## config.mk

```make
export PLATFORM = sky130hd
export DESIGN_NAME = uart_lp_divisor
export DESIGN_NICKNAME = d
export VERILOG_FILES = /design/src/shared/uart_lp_divisor_pkg.sv /design/src/rtl/lp_baud_gen.sv /design/src/rtl/uart_lp_divisor.sv
export VERILOG_INCLUDE_DIRS = /design/src /design/src/shared
export SDC_FILE = /design/constraint.sdc
export NUM_CORES = 1
export LEC_CHECK = 0
export CAP_MARGIN = 10
export CORE_ASPECT_RATIO = 0.9
export CORE_UTILIZATION = 60
export DETAILED_ROUTE_END_ITERATION = 10
export DONT_BUFFER_PORTS = 1
export PLACE_DENSITY_LB_ADDON = 0.3
export REMOVE_ABC_BUFFERS = 1
export SYNTH_ARGS = -nofsm -noshare
export SYNTH_HDL_FRONTEND = slang
export SYNTH_SLANG_ARGS = --single-unit
export TNS_END_PERCENT = 5
```

## constraint.sdc

```tcl
create_clock -name clk -period 5.8 [get_ports clk]
set_clock_uncertainty 0.05 [all_clocks]
set_input_delay 0.29 -clock clk [delete_from_list [all_inputs] [get_ports clk]]
set_output_delay 0.29 -clock clk [all_outputs]
set_load 0.01 [all_outputs]
```

## src/shared/uart_lp_divisor_defs.svh

```systemverilog
`ifndef UART_LP_DIVISOR_DEFS_SVH
`define UART_LP_DIVISOR_DEFS_SVH

// register byte addresses
`define LINE_CTRL_ADDR 32'h5000_100c
`define LPDIV_LOW_ADDR 32'h5000_1020
`define LPDIV_HIGH_ADDR 32'h5000_1024
`define LPDIV_STATUS_ADDR 32'h5000_1028

// field positions
`define DIV_ACCESS_BIT 7
`define STAT_RUN_BIT 0
`define STAT_PULSE_BIT 1
`define STAT_SIR_LEVEL_BIT 2

// reset values
`define LPDIV_BYTE_RESET 8'h00
`define LINE_CTRL_RESET 8'h00

// bus answers
`define AXI_RESP_OKAY 2'h0
`define AXI_RESP_SLVERR 2'h2

// receiver timing: ticks of the 16x low-power clock a pulse must stay high
`define SIR_MIN_PULSE_TICKS 2

`endif

```

## src/shared/uart_lp_divisor_pkg.sv

```systemverilog
package uart_lp_divisor_pkg;

   typedef logic [7:0] byte_reg_t;
   typedef logic [15:0] lp_divisor_t;
   typedef logic [1:0] axi_resp_t;

   typedef enum logic [1:0] {
      sir_idle,
      sir_high,
      sir_wait_low
   } sir_state_t;

endpackage

```

## src/rtl/lp_baud_gen.sv

```systemverilog
`timescale 1ns/1ns
module lp_baud_gen
   import uart_lp_divisor_pkg::*;
#(
   parameter int DIV_W = 16
) (
   input wire logic clk,
   input wire logic reset,
   input wire logic [DIV_W-1:0] divisor,
   output logic tick_r,
   output logic running_r
);

   logic [DIV_W-1:0] count_r;

   generate
      if (DIV_W < 2) begin : g_bad_width
         $error("lp_baud_gen: DIV_W must be at least 2");
      end
   endgenerate

   always_ff @(posedge clk) begin
      if (reset) begin
         count_r <= '0;
         tick_r <= 1'b0;
      end else if (divisor == '0) begin
         count_r <= '0;
         tick_r <= 1'b0;
      end else if (count_r == '0) begin
         count_r <= divisor - {{(DIV_W-1){1'b0}}, 1'b1};
         tick_r <= 1'b1;
      end else begin
         count_r <= count_r - {{(DIV_W-1){1'b0}}, 1'b1};
         tick_r <= 1'b0;
      end
   end

   always_ff @(posedge clk) begin
      if (reset) begin
         running_r <= 1'b0;
      end else begin
         running_r <= (divisor != '0);
      end
   end

endmodule

```

## src/rtl/uart_lp_divisor.sv

```systemverilog
// The AXI4-Lite slave port was left to the implementer.
`timescale 1ns/1ns
`include "uart_lp_divisor_defs.svh"
module uart_lp_divisor
   import uart_lp_divisor_pkg::*;
#(
   parameter int ADDR_W = 32,
   parameter int MIN_PULSE_TICKS = `SIR_MIN_PULSE_TICKS
) (
   input wire logic clk,
   input wire logic reset,
   input wire logic [ADDR_W-1:0] s_axi_awaddr,
   input wire logic s_axi_awvalid,
   output logic s_axi_awready,
   input wire logic [31:0] s_axi_wdata,
   input wire logic [3:0] s_axi_wstrb,
   input wire logic s_axi_wvalid,
   output logic s_axi_wready,
   output logic [1:0] s_axi_bresp,
   output logic s_axi_bvalid,
   input wire logic s_axi_bready,
   input wire logic [ADDR_W-1:0] s_axi_araddr,
   input wire logic s_axi_arvalid,
   output logic s_axi_arready,
   output logic [31:0] s_axi_rdata,
   output logic [1:0] s_axi_rresp,
   output logic s_axi_rvalid,
   input wire logic s_axi_rready,
   input wire logic sir_in,
   output logic lp_tick_r,
   output logic lp_running_r,
   output logic sir_pulse_r
);

   generate
      if (ADDR_W != 32) begin : g_bad_addr
         $error("uart_lp_divisor: ADDR_W must be 32");
      end
      if (MIN_PULSE_TICKS < 1 || MIN_PULSE_TICKS > 15) begin : g_bad_ticks
         $error("uart_lp_divisor: MIN_PULSE_TICKS must be 1 to 15");
      end
   endgenerate

   localparam logic [3:0] MIN_TICKS = 4'(MIN_PULSE_TICKS);

   byte_reg_t low_power_divisor_low_r;
   byte_reg_t low_power_divisor_high_r;
   byte_reg_t line_control_register_r;
   logic pulse_seen_r;
   lp_divisor_t lp_divisor;
   logic divisor_latch_access;

   logic [ADDR_W-1:0] aw_addr_r;
   logic aw_held_r;
   logic [31:0] w_data_r;
   logic [3:0] w_strb_r;
   logic w_held_r;
   logic do_write;
   logic do_read;
   logic status_read;

   sir_state_t sir_state_r;
   logic [3:0] high_ticks_r;
   logic baud_tick;
   logic baud_running;

   assign lp_divisor = {low_power_divisor_high_r, low_power_divisor_low_r};
   assign divisor_latch_access = line_control_register_r[`DIV_ACCESS_BIT];

   // ---------------- write channel ----------------
   assign do_write = aw_held_r && w_held_r && !s_axi_bvalid;

   always_ff @(posedge clk) begin
      if (reset) begin
         aw_held_r <= 1'b0;
         aw_addr_r <= '0;
      end else if (s_axi_awvalid && s_axi_awready) begin
         aw_held_r <= 1'b1;
         aw_addr_r <= s_axi_awaddr;
      end else if (do_write) begin
         aw_held_r <= 1'b0;
      end
   end

   always_ff @(posedge clk) begin
      if (reset) begin
         w_held_r <= 1'b0;
         w_data_r <= '0;
         w_strb_r <= '0;
      end else if (s_axi_wvalid && s_axi_wready) begin
         w_held_r <= 1'b1;
         w_data_r <= s_axi_wdata;
         w_strb_r <= s_axi_wstrb;
      end else if (do_write) begin
         w_held_r <= 1'b0;
      end
   end

   // ready only while the holding slot is empty
   always_ff @(posedge clk) begin
      if (reset) begin
         s_axi_awready <= 1'b0;
         s_axi_wready <= 1'b0;
      end else begin
         s_axi_awready <= !aw_held_r && !(s_axi_awvalid && s_axi_awready);
         s_axi_wready <= !w_held_r && !(s_axi_wvalid && s_axi_wready);
      end
   end

   always_ff @(posedge clk) begin
      if (reset) begin
         s_axi_bvalid <= 1'b0;
         s_axi_bresp <= `AXI_RESP_OKAY;
      end else if (do_write) begin
         s_axi_bvalid <= 1'b1;
         case (aw_addr_r)
            `LINE_CTRL_ADDR,
            `LPDIV_LOW_ADDR,
            `LPDIV_HIGH_ADDR,
            `LPDIV_STATUS_ADDR: s_axi_bresp <= `AXI_RESP_OKAY;
            default: s_axi_bresp <= `AXI_RESP_SLVERR;
         endcase
      end else if (s_axi_bready) begin
         s_axi_bvalid <= 1'b0;
      end
   end

   always_ff @(posedge clk) begin
      if (reset) begin
         line_control_register_r <= `LINE_CTRL_RESET;
      end else if (do_write && aw_addr_r == `LINE_CTRL_ADDR && w_strb_r[0]) begin
         line_control_register_r <= w_data_r[7:0];
      end
   end

   // divisor writes gated by access bit
   always_ff @(posedge clk) begin
      if (reset) begin
         low_power_divisor_low_r <= `LPDIV_BYTE_RESET;
      end else if (do_write && divisor_latch_access && w_strb_r[0]
                   && aw_addr_r == `LPDIV_LOW_ADDR) begin
         low_power_divisor_low_r <= w_data_r[7:0];
      end
   end

   always_ff @(posedge clk) begin
      if (reset) begin
         low_power_divisor_high_r <= `LPDIV_BYTE_RESET;
      end else if (do_write && divisor_latch_access && w_strb_r[0]
                   && aw_addr_r == `LPDIV_HIGH_ADDR) begin
         low_power_divisor_high_r <= w_data_r[7:0];
      end
   end

   // ---------------- read channel ----------------
   assign do_read = s_axi_arvalid && s_axi_arready;
   assign status_read = do_read && s_axi_araddr == `LPDIV_STATUS_ADDR;

   always_ff @(posedge clk) begin
      if (reset) begin
         s_axi_arready <= 1'b0;
      end else begin
         s_axi_arready <= !s_axi_rvalid && !do_read;
      end
   end

   always_ff @(posedge clk) begin
      if (reset) begin
         s_axi_rvalid <= 1'b0;
         s_axi_rdata <= '0;
         s_axi_rresp <= `AXI_RESP_OKAY;
      end else if (do_read) begin
         s_axi_rvalid <= 1'b1;
         s_axi_rresp <= `AXI_RESP_OKAY;
         s_axi_rdata <= '0;
         case (s_axi_araddr)
            `LINE_CTRL_ADDR: s_axi_rdata[7:0] <= line_control_register_r;
            // divisor reads gated by access bit
            `LPDIV_LOW_ADDR: begin
               if (divisor_latch_access) begin
                  s_axi_rdata[7:0] <= low_power_divisor_low_r;
               end
            end
            `LPDIV_HIGH_ADDR: begin
               if (divisor_latch_access) begin
                  s_axi_rdata[7:0] <= low_power_divisor_high_r;
               end
            end
            `LPDIV_STATUS_ADDR: begin
               s_axi_rdata[`STAT_RUN_BIT] <= baud_running;
               s_axi_rdata[`STAT_PULSE_BIT] <= pulse_seen_r;
               s_axi_rdata[`STAT_SIR_LEVEL_BIT] <= sir_in;
            end
            default: s_axi_rresp <= `AXI_RESP_SLVERR;
         endcase
      end else if (s_axi_rready) begin
         s_axi_rvalid <= 1'b0;
      end
   end

   // ---------------- low-power baud clock ----------------
   // divide by divisor: one tick every divisor clocks
   lp_baud_gen #(
      .DIV_W(16)
   ) u_baud (
      .clk(clk),
      .reset(reset),
      .divisor(lp_divisor),
      .tick_r(baud_tick),
      .running_r(baud_running)
   );

   assign lp_tick_r = baud_tick;
   assign lp_running_r = baud_running;

   // ---------------- minimum-width pulse detector ----------------
   // pulse width measured in low-power ticks
   always_ff @(posedge clk) begin
      if (reset) begin
         sir_state_r <= sir_idle;
         high_ticks_r <= '0;
         sir_pulse_r <= 1'b0;
      end else if (lp_divisor == '0) begin
         sir_state_r <= sir_idle;
         high_ticks_r <= '0;
         sir_pulse_r <= 1'b0;
      end else begin
         sir_pulse_r <= 1'b0;
         if (baud_tick) begin
            case (sir_state_r)
               sir_idle: begin
                  if (sir_in) begin
                     if (MIN_TICKS == 4'd1) begin
                        sir_pulse_r <= 1'b1;
                        sir_state_r <= sir_wait_low;
                     end else begin
                        high_ticks_r <= 4'd1;
                        sir_state_r <= sir_high;
                     end
                  end
               end
               sir_high: begin
                  if (!sir_in) begin
                     sir_state_r <= sir_idle;
                     high_ticks_r <= '0;
                  end else if (high_ticks_r + 4'd1 >= MIN_TICKS) begin
                     sir_pulse_r <= 1'b1;
                     sir_state_r <= sir_wait_low;
                  end else begin
                     high_ticks_r <= high_ticks_r + 4'd1;
                  end
               end
               sir_wait_low: begin
                  if (!sir_in) begin
                     sir_state_r <= sir_idle;
                     high_ticks_r <= '0;
                  end
               end
               default: begin
                  sir_state_r <= sir_idle;
                  high_ticks_r <= '0;
               end
            endcase
         end
      end
   end

   // sticky pulse flag, cleared by a status read; a new pulse wins
   always_ff @(posedge clk) begin
      if (reset) begin
         pulse_seen_r <= 1'b0;
      end else if (sir_pulse_r) begin
         pulse_seen_r <= 1'b1;
      end else if (status_read) begin
         pulse_seen_r <= 1'b0;
      end
   end

endmodule

```

# [Word-level counts from Yosys, hierarchy flattened]
# Index checks and enable logic that the tools add are counted.
[word_totals] register_bits=110 out_inout_bits=44
[op_classes] bitwise_logic=3 mux=28 magnitude_cmp=1 add_sub_neg=3 eq_ne=14 reduce_logical=37
[ops] cell="$eq 32x31->1 const B" n=8
[ops] cell="$logic_not 16->1" n=2
[ops] cell="$sub 16x1->16 const B" n=2
[ops] cell="$mux 16" n=1
[ops] cell="$mux 4" n=4
[ops] cell="$mux 8" n=2
[ops] cell="$reduce_bool 16->1" n=1
[ops] cell="$logic_and 1x1->1" n=15
[ops] cell="$pmux 5 s3" n=1
[ops] cell="$mux 2" n=6
[ops] cell="$pmux 3 s4" n=1
[ops] cell="$pmux 4 s3" n=1
[ops] cell="$mux 1" n=11
[ops] cell="$reduce_bool 2->1" n=5
[ops] cell="$reduce_and 4->1" n=2
[ops] cell="$reduce_or 4->1" n=2
[ops] cell="$logic_not 1->1" n=7
[ops] cell="$ne 3x3->1 const B" n=2
[ops] cell="$pmux 2 s3" n=1
[ops] cell="$reduce_or 5->1" n=1
[ops] cell="$add 4x1->4 const B" n=1
[ops] cell="$ge 4x2->1 const B" n=1
[ops] cell="$ne 2x2->1 const B" n=2
[ops] cell="$not 1->1" n=3
[ops] cell="4 further kinds" n=4

# [Longest topological paths before layout]
[depth] word_depth=5 depth_mapped=13 ltp_nobuf=10

# [Hierarchy]
# A second synthesis with hierarchy kept.
[unflattened] cells_unflattened=605 hier_area_um2=5054.8
[by_module_without_submodules] module="uart_lp_divisor" area_each_um2=3873.7 seq_area_each_um2=1801.7 cells_per_inst=458 n_inst=1
[by_module_without_submodules] module="lp_baud_gen" area_each_um2=1181.1 seq_area_each_um2=360.3 cells_per_inst=147 n_inst=1

# [Worst setup path before layout]
# OpenSTA, ideal clock, no wires.
[synth_path] kind="flip-flop to flip-flop" start="reg u_baud.count_r[2]" end="reg u_baud.count_r[6]" slack_ps=2984 arrival_time_ps=2691 required_time_ps=5676 stages_incl_launch_ff=14 setup_ps=74 synth_period_minus_slack_ps=2816 n_path_buf=3 path_cell_list="dfxtp_1 nor3_1 and4b_1 buf_2 and2_0 buf_2 buf_2 a21oi_1 ha_1 nand2_1 a21o_1 or2_2 or3b_2 a31oi_1"
[synth_between] elab_chain_len=2 elab_cells_between_ends=3
[synth_lines] item="from (decl)" line="lp_baud_gen.sv:14" text="logic [DIV_W-1:0] count_r;"
[synth_lines] item="from (signal assigned)" line="lp_baud_gen.sv:30" text="count_r <= divisor - {{(DIV_W-1){1'b0}}, 1'b1};"
[synth_lines] item="from (signal assigned)" line="lp_baud_gen.sv:33" text="count_r <= count_r - {{(DIV_W-1){1'b0}}, 1'b1};"
[synth_lines] item="$sub 16x1->16 / $logic_not 16->1 (equally long branches)" line="lp_baud_gen.sv:33, lp_baud_gen.sv:29"
[synth_lines] item="$mux 16 (*)" line="lp_baud_gen.sv:29" text="end else if (count_r == '0) begin"
# Mark *: on every way between the ends. The rest lies on a longest branch, timed or not.
# A chain may end at the register's enable or synchronous reset.

# [Worst setup path after layout]
# Ends and elaborated chain as after synthesis.

==> flow_summary.ini <==
[critical_path]
cp-end-kind = register
r2r_end = u_baud.count_r[6]$_SDFF_PP0_
rr_worst_depth = 10
path_max_fanout = 15
cp_slowest_stage_delay_ns = 0.48
slowest_stage = and2_0
reg2reg_slack_ns = 2.54
critPathArrivalTime_ns = 3.51
path_class = register to register
required_ns = 6.05
reg2reg_from = u_baud.count_r[2]$_SDFF_PP0_
crit_chain = nor3_1, and4b_1, and2_0, a21oi_1, ha_1, nand2_1, a21o_1, or2_2, or3b_2, a31oi_1
start_kind = register

[placed_design]
dpl.hpwl_um = 7820
gp_congestion = 0.8803
placed_area_mm2 = 0.004793
port_buffers = 0

[power_and_ir_drop]
ir_drop_v = 0.0001552
power.leakage_nw = 2.192
powerDensity_mw_per_mm2 = 240.4

[synth]
synthXorXnorAreaFrac_pct = 1.619
yosysSeqAreaShare_pct = 44.40
ys_ff_latch = 108
yosys.area_share.adder_pct = 0.7708
ys.flop_type = dfxtp_1
yosys-mux-area-fraction_pct = 6.783
synth_top_family_by_area = simple AND/OR/NAND/NOR gates
syn_area_per_cell_um2 = 8.282
synth_simple_gate_area_share_pct = 25.31
synth_area_mm2 = 0.004870
synth-edff-count = 0
synth.distinct_cells = 57
synth_top_area_share_pct = 44.40
synth_compound_area_share_pct = 14.62
yosys-top-cells-area = dfxtp_1, nand2_1, a21oi_1
synth_largest_area_cell = dfxtp_1
yosys_warnings = 0
synthArstFlopShare_pct = 0
synthCells = 588

[clock_network]
post_cts_resized = 0
clkSinkCount = 108
cts_htree_levels = 3
cts_tree = done
clk_pin_slew_ns = 0.10
clk_latency_ns = 0.38
cts_buffers = 9
clockBufferDepth = 2
cts_root_buf = clkbuf_8

[floorplan]
fp.coreArea_mm2 = 0.007695
die_area_mm2 = 0.008481
start_util_pct = 63.28
fp.dieH_um = 87.47
fp.dieW_um = 96.96
rows = 30
ios = 152

[layout]
seqCellArea_mm2 = 0.002162
n_antenna_cell = 0
fin_nets = 722
final_layout_size_suffix_gt1_share_pct = 4.553
multi_input_area_mm2 = 0.002489
fill_cells = 607
design_area_mm2 = 0.005374
final_cell_mix = nand2_1, dfxtp_1, a21oi_1
syn_to_final_growth_pct = 10.35

[global_routing]
grt_pass1_wl_um = 19190
grt_overflow_total = 0
antenna_found_initial = 0
grt_pass1_vias = 4073
grt_max_degree = 84
track_usage_pct = 28.53

[route]
route.detailed.drc = 0
dr.pass1.iters = 4
viasPerCell = 5.959
drt_iter0_drc = 343
postRouteAntennaNets = 0
vias = 4237
avgRoutedWirePerCell_um = 16.34
wl_um = 11620

[timing]
finalWorstPathRequiredPeriod_ns = 3.264
max_freq_ghz = 0.3064
worst_slew_pin_slew_ns = 1.098
hold_viol_final = 0
slew_headroom_pct = 26.81
drv_slew = 0
rsz0062_at_grt = no
setup_viol = 0
tns_ns = 0
fin_crit_sh_pct = 56.28

[min_path]
hold_path_class = input port to register
hold_end = w_data_r[0]$_SDFFE_PP0P_
worstHoldPathCells = 2
hold_start = s_axi_wdata[0]

[job]
drv_cap = 0

[status]
outcome = completed
## cell usage after synthesis, types with 2 or more instances
library cell,count
nor4b_1,4
a211o_1,2
a22o_1,3
a22oi_1,4
buf_4,26
nor3_1,15
or2_2,2
nor3b_1,4
nor2_1,64
buf_1,4
nand3_1,5
nand3b_1,5
mux2i_1,33
dfxtp_1,108
nor2b_1,7
buf_2,4
nand2_1,108
ha_1,3
and2_1,9
a21oi_1,69
a311oi_1,2
inv_1,4
or3_1,2
o21a_1,2
nand2b_1,5
nor4_1,14
clkbuf_1,18
a31o_2,3
xnor2_1,4
o2111a_1,2
xor2_1,5
a211oi_1,3
a31oi_1,3
o21ai_0,12
nand4_1,8
## power by group
group / internal [mW] / total, mW / switching, mW / leakage (nW)
sequential: 0.759 / 0.774 / 0.0155 / 0.875
combinational: 0.0383 / 0.0889 / 0.0505 / 1.23
clock: 0.172 / 0.429 / 0.257 / 0.0909
## cells by family (layout without fill, tap and decap cells)
group           count (synthesis)  count (layout)
xor+xnor                        9               9
mux                            33              33
flops                         108             108
compound gates                117             117
other cells                     1              26
simple gates                  261             261
buf+inv                        56              58
fa+ha+maj                       3               3
## stage by stage
stage	util, %	worst slack (ns)	hold slack (ns)	power [mW]	cells
after floorplan	-	3.058	0.3091	0.8333	561
after global placement	62.29	2.711	0.3173	0.8432	658
after detailed placement	62.29	2.701	0.3181	0.8470	658
after CTS	69.71	2.605	0.00009062	1.297	710
after global routing	69.84	2.314	0.007720	1.344	711
final	69.84	2.536	0.02732	1.292	711
## routing by layer
metal	part of all wire [%]	routed length (µm)	GRT usage (%)	vias up
met5	0	0	0	-
met3	6.8	785	5.859	30
met1	41	4806	34.04	1953
met2	49	5692	50.26	215
li1	-	-	-	2039
met4	2.9	334	12.48	0
## flip-flops by register name, indices dropped and copies added, names as in the netlist
register	flops
high_ticks_r	4
w_held_r	1
s_axi_bresp	1
line_control_register_r	8
s_axi_wready	1
s_axi_awready	1
aw_held_r	1
u_baud.tick_r	1
u_baud.count_r	16
s_axi_rdata	8
s_axi_arready	1
w_data_r	8
u_baud.running_r	1
s_axi_rresp	1
pulse_seen_r	1
low_power_divisor_high_r	8
low_power_divisor_low_r	8
s_axi_bvalid	1
aw_addr_r	32
s_axi_rvalid	1
sir_state_r	2
w_strb_r	1
sir_pulse_r	1
## layout make-up
type	count	area share, %
Sequential cell	108	40.23
Multi-Input combinational cell	449	46.31
Clock inverter	5	0.8382
Timing Repair Buffer	39	7.544
Inverter	4	0.2794
Clock buffer	10	2.561
Tap cell	96	2.235
## what timing repair did
item,CTS,global route
buffers inserted,0,0
hold buffers,37,1
endpoints found under the setup margin,0,0
hold endpoints to repair,83,1
## worst max path at each step
| stage | startpoint | end | slack [ns] |
|---|---|---|---|
| after global routing | u_baud.count_r[12]$_SDFF_PP0_ | u_baud.count_r[14]$_SDFF_PP0_ | 2.31 |
| after floorplan | u_baud.count_r[2]$_SDFF_PP0_ | u_baud.count_r[6]$_SDFF_PP0_ | 3.06 |
| after global placement | u_baud.count_r[2]$_SDFF_PP0_ | u_baud.count_r[6]$_SDFF_PP0_ | 2.71 |
| final | u_baud.count_r[2]$_SDFF_PP0_ | u_baud.count_r[6]$_SDFF_PP0_ | 2.54 |
| after detailed placement | u_baud.count_r[2]$_SDFF_PP0_ | u_baud.count_r[6]$_SDFF_PP0_ | 2.70 |
| after CTS | u_baud.count_r[2]$_SDFF_PP0_ | u_baud.count_r[6]$_SDFF_PP0_ | 2.60 |
## worst max-delay path, delay by kind of cell (launching register included)
| family | cells | cell delay, ns |
|---|---|---|
| and+or+nand+nor | 6 | 1.74 |
| DFF | 1 | 0.42 |
| adders and majority gates | 1 | 0.26 |
| AOI/OAI and AO/OA | 3 | 0.71 |
(Power assumes the default switching activity.)
